### config.mk
export PLATFORM = sky130hd
export DESIGN_NAME = amssw_write_seq
export DESIGN_NICKNAME = d
export VERILOG_FILES = /design/src/amssw_pkg.sv /design/src/amssw_timer.sv /design/src/amssw_write_seq.sv
export SDC_FILE = /design/constraint.sdc
export NUM_CORES = 1
export LEC_CHECK = 0
export ABC_AREA = 0
export BUFFER_PORTS_ARGS = -buffer_cell sky130_fd_sc_hd__buf_2
export CAP_MARGIN = 30
export CORE_MARGIN = 4
export CORE_UTILIZATION = 51
export DETAILED_ROUTE_END_ITERATION = 6
export GPL_TIMING_DRIVEN = 1
export HOLD_SLACK_MARGIN = 0.1
export PLACE_DENSITY_LB_ADDON = 0.15
export SYNTH_ARGS = -nofsm -noshare
export SYNTH_HDL_FRONTEND = slang
export SYNTH_SLANG_ARGS = --single-unit
export TNS_END_PERCENT = 5
### constraint.sdc
create_clock -name CLK_IN -period 2.7 [get_ports CLK_IN]
set_input_delay 0.27 -clock CLK_IN [delete_from_list [all_inputs] [get_ports CLK_IN]]
set_output_delay 0.27 -clock CLK_IN [all_outputs]
set_load 0.02 [all_outputs]
### src/amssw_pkg.sv
package amssw_pkg;

    // ----------------------------------------------------------------
    // Widths
    // ----------------------------------------------------------------
    localparam int NCS = 4;
    localparam int CS_W = 2;
    localparam int ADDR_W = 22;
    localparam int BA_W = 2;
    localparam int WORD_W = 32;
    localparam int DATA_W = 16;
    localparam int BYTE_W = 8;
    localparam int BEAT_W = 2;
    localparam int TA_W = 2;
    localparam int SETUP_W = 4;
    localparam int STROBE_W = 6;
    localparam int HOLD_W = 3;
    localparam int TMR_W = 6;

    // ----------------------------------------------------------------
    // Constants
    // ----------------------------------------------------------------
    localparam logic [BEAT_W-1:0] LAST_BEAT_NARROW = 2'h3;
    localparam logic [BEAT_W-1:0] LAST_BEAT_WIDE = 2'h1;
    localparam logic [BEAT_W-1:0] BEAT_FIRST = 2'h0;
    localparam logic [BEAT_W-1:0] BEAT_STEP = 2'h1;
    localparam logic [TA_W-1:0] TA_ZERO = 2'h0;
    localparam logic [TA_W-1:0] TA_STEP = 2'h1;
    localparam logic [TMR_W-1:0] TMR_ZERO = 6'h00;
    localparam logic [WORD_W-1:0] BYTE_MASK = 32'h0000_00ff;
    localparam logic RW_READ = 1'b1;
    localparam logic RW_WRITE = 1'b0;
    localparam logic STB_OFF = 1'b1;
    localparam logic STB_ON = 1'b0;
    localparam logic [NCS-1:0] CS_ALL_OFF = 4'hf;

    typedef enum logic [4:0] {
        S_IDLE = 5'h01,
        S_TURN = 5'h02,
        S_SETUP = 5'h04,
        S_STROBE = 5'h08,
        S_HOLD = 5'h10
    } amssw_state_t;

endpackage

### src/amssw_timer.sv
`timescale 1ns/10ps
module amssw_timer (
    input wire logic clk_in,                              // Clock
    input wire logic reset_in,                            // Sync reset
    input wire logic load_in,                             // Load count
    input wire logic [amssw_pkg::TMR_W-1:0] value_in,     // Cycles less one
    output logic done_out                                 // Last cycle
);
    import amssw_pkg::*;

    logic [TMR_W-1:0] cnt_q;

    // ----------------------------------------------------------------
    // Phase down counter
    // ----------------------------------------------------------------
    always_ff @(posedge clk_in) begin
        if (reset_in) begin
            cnt_q <= TMR_ZERO;
        end else if (load_in) begin
            cnt_q <= value_in;
        end else if (cnt_q != TMR_ZERO) begin
            cnt_q <= cnt_q - 6'h01;
        end
    end

    assign done_out = (cnt_q == TMR_ZERO);
endmodule

### src/amssw_write_seq.sv
`timescale 1ns/10ps
module amssw_write_seq (
    input wire logic CLK_IN,                                   // 125 MHz clock
    input wire logic RESET_IN,                                 // Sync reset
    input wire logic REQ_VALID_IN,                             // Write request
    output logic REQ_READY_OUT,                                // Request taken
    input wire logic [amssw_pkg::CS_W-1:0] REQ_CS_IN,          // Chip select
    input wire logic [amssw_pkg::ADDR_W-1:0] REQ_ADDR_IN,      // Word address
    input wire logic [amssw_pkg::BA_W-1:0] REQ_BA_IN,          // Bank address
    input wire logic [amssw_pkg::WORD_W-1:0] REQ_DATA_IN,      // Write word
    input wire logic [amssw_pkg::NCS*amssw_pkg::TA_W-1:0]
        CFG_TURNAROUND_COUNT_IN,                               // Per CS
    input wire logic [amssw_pkg::NCS*amssw_pkg::SETUP_W-1:0]
        CFG_WSETUP_IN,                                         // Per CS
    input wire logic [amssw_pkg::NCS*amssw_pkg::STROBE_W-1:0]
        CFG_WSTROBE_IN,                                        // Per CS
    input wire logic [amssw_pkg::NCS*amssw_pkg::HOLD_W-1:0]
        CFG_WHOLD_IN,                                          // Per CS
    input wire logic [amssw_pkg::NCS-1:0] CFG_WIDE_IN,         // 1: 16-bit
    output logic [amssw_pkg::NCS-1:0] CHIP_SELECT_STROBE_N_OUT, // Per CS
    output logic WRITE_STROBE_N_OUT,                           // Write strobe
    output logic OUTPUT_ENABLE_STROBE_N_OUT,                   // Held high
    output logic READ_WRITE_INDICATOR_OUT,                     // Low: write
    output logic [amssw_pkg::ADDR_W-1:0] EXT_ADDRESS_BUS_OUT,  // Address
    output logic [amssw_pkg::BA_W-1:0] BANK_ADDRESS_LINES_OUT, // Bank
    output logic [amssw_pkg::DATA_W-1:0] EXT_DATA_BUS_OUT,     // Data out
    output logic EXT_DATA_BUS_OE_OUT,                          // Data enable
    output logic BUSY_OUT                                      // Not idle
);
    import amssw_pkg::*;

    // ----------------------------------------------------------------
    // Decoding helpers
    // ----------------------------------------------------------------
    function automatic logic f_last(input logic [BEAT_W-1:0] b,
                                    input logic wide);
        return b == (wide ? LAST_BEAT_WIDE : LAST_BEAT_NARROW);
    endfunction

    function automatic logic [DATA_W-1:0] f_slice(
        input logic [WORD_W-1:0] w, input logic [BEAT_W-1:0] b,
        input logic wide);
        logic [WORD_W-1:0] s;
        s = wide ? (w >> (b * DATA_W)) : ((w >> (b * BYTE_W)) & BYTE_MASK);
        return s[DATA_W-1:0];
    endfunction

    function automatic logic [TMR_W-1:0] f_ta(input logic [CS_W-1:0] cs,
        input logic [NCS*TA_W-1:0] cfg);
        logic [TA_W-1:0] ta;
        ta = cfg[cs*TA_W +: TA_W];
        return (ta == TA_ZERO) ? TMR_ZERO : TMR_W'(ta - TA_STEP);
    endfunction

    amssw_state_t state_q, state_d;
    logic pend_q, pend_d, accept, pend_now, tmr_done, tmr_load;
    logic go_first, go_new, go_beat, from_turn, last_now, same_cs;
    logic [TMR_W-1:0] tmr_val;
    logic [CS_W-1:0] req_cs_q, cur_cs_q, src_cs, new_cs;
    logic [ADDR_W-1:0] req_addr_q, cur_addr_q, src_addr;
    logic [BA_W-1:0] req_ba_q, cur_ba_q, src_ba;
    logic [WORD_W-1:0] req_data_q, cur_data_q, src_data;
    logic [BEAT_W-1:0] beat_q;
    logic wide_q;
    logic [SETUP_W-1:0] setup_q, new_setup;
    logic [STROBE_W-1:0] strobe_q;
    logic [HOLD_W-1:0] hold_q;

    assign accept = REQ_VALID_IN && REQ_READY_OUT;
    assign pend_now = pend_q || accept;
    assign src_cs = pend_q ? req_cs_q : REQ_CS_IN;
    assign src_addr = pend_q ? req_addr_q : REQ_ADDR_IN;
    assign src_ba = pend_q ? req_ba_q : REQ_BA_IN;
    assign src_data = pend_q ? req_data_q : REQ_DATA_IN;
    assign from_turn = (state_q == S_TURN);
    assign new_cs = from_turn ? cur_cs_q : src_cs;
    assign new_setup = CFG_WSETUP_IN[new_cs*SETUP_W +: SETUP_W];
    assign last_now = f_last(beat_q, wide_q);
    assign same_cs = (src_cs == cur_cs_q);

    // ----------------------------------------------------------------
    // Phase sequencing
    // ----------------------------------------------------------------
    always_comb begin
        state_d = state_q;
        tmr_val = TMR_ZERO;
        go_first = 1'b0;
        go_new = 1'b0;
        go_beat = 1'b0;
        unique case (state_q)
            S_IDLE: begin
                if (accept) begin
                    state_d = S_TURN;
                    go_first = 1'b1;
                    tmr_val = f_ta(src_cs, CFG_TURNAROUND_COUNT_IN);
                end
            end
            S_TURN: begin
                if (tmr_done) begin
                    state_d = S_SETUP;
                    go_new = 1'b1;
                    tmr_val = TMR_W'(new_setup);
                end
            end
            S_SETUP: begin
                if (tmr_done) begin
                    state_d = S_STROBE;
                    tmr_val = TMR_W'(strobe_q);
                end
            end
            S_STROBE: begin
                if (tmr_done) begin
                    state_d = S_HOLD;
                    tmr_val = TMR_W'(hold_q);
                end
            end
            S_HOLD: begin
                if (tmr_done) begin
                    if (!last_now) begin
                        state_d = S_SETUP;
                        go_beat = 1'b1;
                        tmr_val = TMR_W'(setup_q);
                    end else if (pend_now) begin
                        go_first = 1'b1;
                        if (same_cs) begin
                            state_d = S_SETUP;
                            go_new = 1'b1;
                            tmr_val = TMR_W'(new_setup);
                        end else begin
                            state_d = S_TURN;
                            tmr_val = f_ta(src_cs, CFG_TURNAROUND_COUNT_IN);
                        end
                    end else begin
                        state_d = S_IDLE;
                    end
                end
            end
        endcase
        tmr_load = (state_d != state_q);
    end

    assign pend_d = pend_now && !go_first;

    amssw_timer u_timer (
        .clk_in(CLK_IN),
        .reset_in(RESET_IN),
        .load_in(tmr_load),
        .value_in(tmr_val),
        .done_out(tmr_done)
    );

    always_ff @(posedge CLK_IN) begin
        if (RESET_IN) begin
            state_q <= S_IDLE;
            pend_q <= 1'b0;
            REQ_READY_OUT <= 1'b0;
            BUSY_OUT <= 1'b0;
        end else begin
            state_q <= state_d;
            pend_q <= pend_d;
            REQ_READY_OUT <= !pend_d && (state_d == S_IDLE
                || (state_d == S_HOLD && last_now));
            BUSY_OUT <= (state_d != S_IDLE);
        end
    end

    // ----------------------------------------------------------------
    // Request and beat holding
    // ----------------------------------------------------------------
    always_ff @(posedge CLK_IN) begin
        if (accept) begin
            req_cs_q <= REQ_CS_IN;
            req_addr_q <= REQ_ADDR_IN;
            req_ba_q <= REQ_BA_IN;
            req_data_q <= REQ_DATA_IN;
        end
    end

    always_ff @(posedge CLK_IN) begin
        if (RESET_IN) begin
            cur_cs_q <= '0;
            cur_addr_q <= '0;
            cur_ba_q <= '0;
            cur_data_q <= '0;
            beat_q <= BEAT_FIRST;
            wide_q <= 1'b0;
        end else if (go_first) begin
            cur_cs_q <= src_cs;
            cur_addr_q <= src_addr;
            cur_ba_q <= src_ba;
            cur_data_q <= src_data;
            beat_q <= BEAT_FIRST;
            wide_q <= CFG_WIDE_IN[src_cs];
        end else if (go_beat) begin
            beat_q <= beat_q + BEAT_STEP;
        end
    end

    // Timing is latched once per request; later beats reuse it
    always_ff @(posedge CLK_IN) begin
        if (RESET_IN) begin
            setup_q <= '0;
            strobe_q <= '0;
            hold_q <= '0;
        end else if (go_new) begin
            setup_q <= new_setup;
            strobe_q <= CFG_WSTROBE_IN[new_cs*STROBE_W +: STROBE_W];
            hold_q <= CFG_WHOLD_IN[new_cs*HOLD_W +: HOLD_W];
        end
    end

    // ----------------------------------------------------------------
    // Memory pins
    // ----------------------------------------------------------------
    always_ff @(posedge CLK_IN) begin
        if (RESET_IN) begin
            EXT_ADDRESS_BUS_OUT <= '0;
            BANK_ADDRESS_LINES_OUT <= '0;
            EXT_DATA_BUS_OUT <= '0;
            EXT_DATA_BUS_OE_OUT <= 1'b0;
            READ_WRITE_INDICATOR_OUT <= RW_READ;
        end else if (go_beat) begin
            EXT_ADDRESS_BUS_OUT <= cur_addr_q + ADDR_W'(beat_q + BEAT_STEP);
            EXT_DATA_BUS_OUT <= f_slice(cur_data_q, beat_q + BEAT_STEP,
                                        wide_q);
            EXT_DATA_BUS_OE_OUT <= 1'b1;
        end else if (go_new) begin
            EXT_ADDRESS_BUS_OUT <= from_turn ? cur_addr_q : src_addr;
            BANK_ADDRESS_LINES_OUT <= from_turn ? cur_ba_q : src_ba;
            EXT_DATA_BUS_OUT <= from_turn
                ? f_slice(cur_data_q, BEAT_FIRST, wide_q)
                : f_slice(src_data, BEAT_FIRST, CFG_WIDE_IN[src_cs]);
            EXT_DATA_BUS_OE_OUT <= 1'b1;
            READ_WRITE_INDICATOR_OUT <= RW_WRITE;
        end else if (state_q == S_HOLD && tmr_done) begin
            EXT_DATA_BUS_OE_OUT <= 1'b0;
            READ_WRITE_INDICATOR_OUT <= RW_READ;
        end
    end

    always_ff @(posedge CLK_IN) begin
        if (RESET_IN) begin
            CHIP_SELECT_STROBE_N_OUT <= CS_ALL_OFF;
            WRITE_STROBE_N_OUT <= STB_OFF;
            OUTPUT_ENABLE_STROBE_N_OUT <= STB_OFF;
        end else begin
            OUTPUT_ENABLE_STROBE_N_OUT <= STB_OFF;
            if (state_q == S_SETUP && tmr_done) begin
                CHIP_SELECT_STROBE_N_OUT[cur_cs_q] <= STB_ON;
                WRITE_STROBE_N_OUT <= STB_ON;
            end else if (state_q == S_STROBE && tmr_done) begin
                CHIP_SELECT_STROBE_N_OUT <= CS_ALL_OFF;
                WRITE_STROBE_N_OUT <= STB_OFF;
            end
        end
    end

    logic [TMR_W:0] ph_cnt_q;
    always_ff @(posedge CLK_IN) begin
        if (RESET_IN || state_d != state_q) begin
            ph_cnt_q <= '0;
        end else begin
            ph_cnt_q <= ph_cnt_q + 7'h01;
        end
    end
endmodule

==> key figures <==
Outcome
  • Status: finished clean

Logic synthesis
  • Synth area leader: dfxtp_1
  • Mapped Area: 9610 um^2
  • Post-synth top flop: dfxtp_1
  • Post-Synthesis Cells: 985
  • Synth async-reset ratio: 0%
  • Post-synthesis sequential area ratio: between 40% and 50%
  • Syn. warnings: 0
  • #FFs+latches synth: a little under 200
  • Synth top area share: between 20% and 30%
  • Yosys cell types: 79
  • Syn_nets: between 1000 and 1500
  • Synth Area per Inst: between 9 and 10 um^2
  • Area contributors post-synth: dfxtp_1 (28%), edfxtp_1 (18%), mux2i_1 (8.4%)
  • Number of flops mapped to enable cells by yosys: 58

Finish
  • Commonest cells after routing, fill and taps aside: buf_2 (172), dfxtp_1 (134), nor2_1 (105)
  • Fin util: between 60% and 70%
  • Ant. Diodes: 0
  • Fillers: about 1500
  • # nets final: between 1000 and 1500
  • Area Overhead vs Synth: 25.9%
  • Layout cells sized above 1: about a quarter
  • Most common library cell in the layout ignoring fill and taps: buf_2

Power and ir drop
  • Leakage Power: 4.51 nW
  • Pwr Total: around 8.0 mW
  • Max rail drop VDD: between 0.0004 and 0.0005 V
  • Power per standard cell area: 665 nW/um^2

Min path
  • Hold WC Path Type: input pin to flip-flop

Floorplan
  • Rows: 49
  • Die width: roughly 150 um
  • Initial Utilization: a little over half
  • I/O pins: ~180
  • Core area: roughly 18000 um^2
  • Die height: 145 um
  • Die area: 21100 um^2

Critical path
  • Critical Path Fanout Max: 9
  • CP Cell Sequence: buf_4 > nor4_4 > nand4_2 > buf_4 > nor2_1 > buf_4 > o31ai_1 > or3_1 > a21oi_1
  • Crit. End Element: flip-flop
  • Max incr delay on CP: between 0.3 and 0.4 ns
  • Critical path buffers and inverters: 3
  • Most used cell, CP: buf_4
  • CP max stage cell: nor4_4
  • Critical path launch point type: flip-flop
  • Worst path arrival time: roughly 2.9 ns
  • Critical Path RT: roughly 3.1 ns
  • Delay-heaviest family, CP: simple AND/OR/NAND/NOR gates
  • Critical path type: flip-flop to flip-flop

Route
  • Detailed-route wire length per cell: around 18 um
  • DRT Wirelength: 26.2 mm
  • Remaining DRCs: 0
  • Vias: 8461
  • Vias per cell: ~5.8
  • Antenna viol nets, final: 0
  • Drt pass-1 iters: 5
  • Initial DRC Count: about 720

Clock tree
  • Bufs on Longest Clock Path: 2
  • CTS clock-pin slew for the worst setup and hold paths: around 0.080 ns
  • Post-CTS Setup Inserts: 0
  • Root Driver: clkbuf_16
  • Worst-Skew Late Latency: ~0.44 ns
  • Htree depth: 4
  • Clock sinks: 193
  • CTS tree: yes
  • CTS Buf Count: 17

STA
  • Final period utilization: a little over nine tenths
  • Hold Slack: ~0.29 ns
  • Final setup viols: 0
  • Fin crit period: ~2.6 ns
  • Worst Skew: between 0.009 and 0.01 ns
  • Final hold violations: 0
  • Worst slew pin tran: 0.602 ns
  • Slew margin rel.: between 50% and 60%
  • Setup_tns: 0 ns
  • RSZ-0062 raised after global routing: false
  • FMAX: approximately 400 MHz
  • Pins Over Slew Limit: 0

Placement
  • GP Congestion: ~0.9
  • Final HPWL DP: between 15 and 20 mm
  • Port Buffer Count: between 150 and 200

Global routing
  • Total congestion overflow: 0
  • GR Util All Layers: 24.5%
  • First-pass GRT wire length: 43.0 mm
  • Largest net degree at the start of global routing: approximately 70
  • Initial antenna violation count: 0
  • Vias in the first global route: a little over 8000

Run
  • Maxcap violations: 0
layer usage:
layer	part of all wire [%]	up-vias	GRT usage, %	wire length, um
met5	0	-	0	0
met2	49	276	40.6	12700
met4	1.5	0	6.60	402
met3	5.6	29	4.58	1470
li1	-	4154	-	-
met1	44	4002	33.2	11600
sequential cells by signal, summed over array words and instances (netlist names), 3 cells and up:
register,count
CHIP_SELECT_STROBE_N_OUT,4
EXT_ADDRESS_BUS_OUT,22
EXT_DATA_BUS_OUT,16
cur_addr_q,22
cur_data_q,32
hold_q,3
req_addr_q,22
req_data_q,32
setup_q,4
state_q,5
strobe_q,6
u_timer.cnt_q,6
final timing paths:
kind / startpoint / to / slack [ns] / cells after the start
setup / recovery: state_q[2] / EXT_ADDRESS_BUS_OUT[3] / 0.14 / 9
hold / removal: CFG_WSTROBE_IN[19] / strobe_q[1] / 0.29 / 4
setup reg to reg: state_q[2] / EXT_ADDRESS_BUS_OUT[3] / 0.14 / 9
hold reg to reg: WRITE_STROBE_N_OUT / WRITE_STROBE_N_OUT / 0.44 / 2
cell families (layout without fill, tap and decap cells):
logic type | Yosys count | after routing | synth area share, %
other | 1 | 1 | 0.0390
XOR/XNOR | 23 | 23 | 2.10
AND/OR/NAND/NOR | 286 | 286 | 14.1
adder cells (fa/ha/maj) | 5 | 5 | 0.729
flip-flops | 193 | 193 | 46.2
multiplexers | 96 | 96 | 10.6
buffers and inverters | 93 | 332 | 4.53
AO/OA/AOI/OAI | 288 | 288 | 21.7
power by group:
group	internal [mW]	total, mW	switching [mW]
clock	1.42	2.66	1.25
sequential	3.28	3.49	0.209
combinational	0.823	1.89	1.07
cells in the mapped netlist, types with 6 or more instances:
library cell	n
mux2i_1	81
a211o_1	10
mux2_2	11
nand2_1	88
a311oi_1	6
nor2_1	106
a22oi_1	6
dfxtp_1	135
o21a_1	12
a221oi_1	29
xnor2_1	15
clkbuf_1	44
and3_1	13
nor3_1	16
nor2b_1	6
inv_1	12
o31ai_1	13
o211ai_1	8
nand3_1	24
o32a_1	6
edfxtp_1	58
a21oi_1	64
xor2_1	8
buf_2	23
o21ai_0	23
a211oi_1	70
worst min-delay path, cell delays in order:
cell and delay, ns:
buf_2 0.10, mux2i_1 0.12, a211o_1 0.13, a21oi_1 0.06
area by class of cell:
type	instances	area (um^2)	area share, %
clock buffers	17	425	3.52
repair buffers	286	1940	16.0
clock inverters	15	191	1.58
well taps	229	287	2.37
inverters	14	56.3	0.465
multi-input cells	699	4750	39.3
flip-flops and latches	193	4450	36.8
stage by stage:
step	setup WS, ns	area (um^2)	instances
after floorplan	0.196	9620	985
after global placement	0.0177	10900	1361
after detailed placement	0.214	10900	1363
final	0.135	12100	1453
after CTS	0.190	12100	1453
after global routing	0.00551	12100	1453
timing repair:
action,CTS,global route
hold buffers,58,0
hold endpoints to repair,58,0
gates resized for setup,0,2
endpoints found under the setup margin,0,3
(Power assumes the default switching activity.)
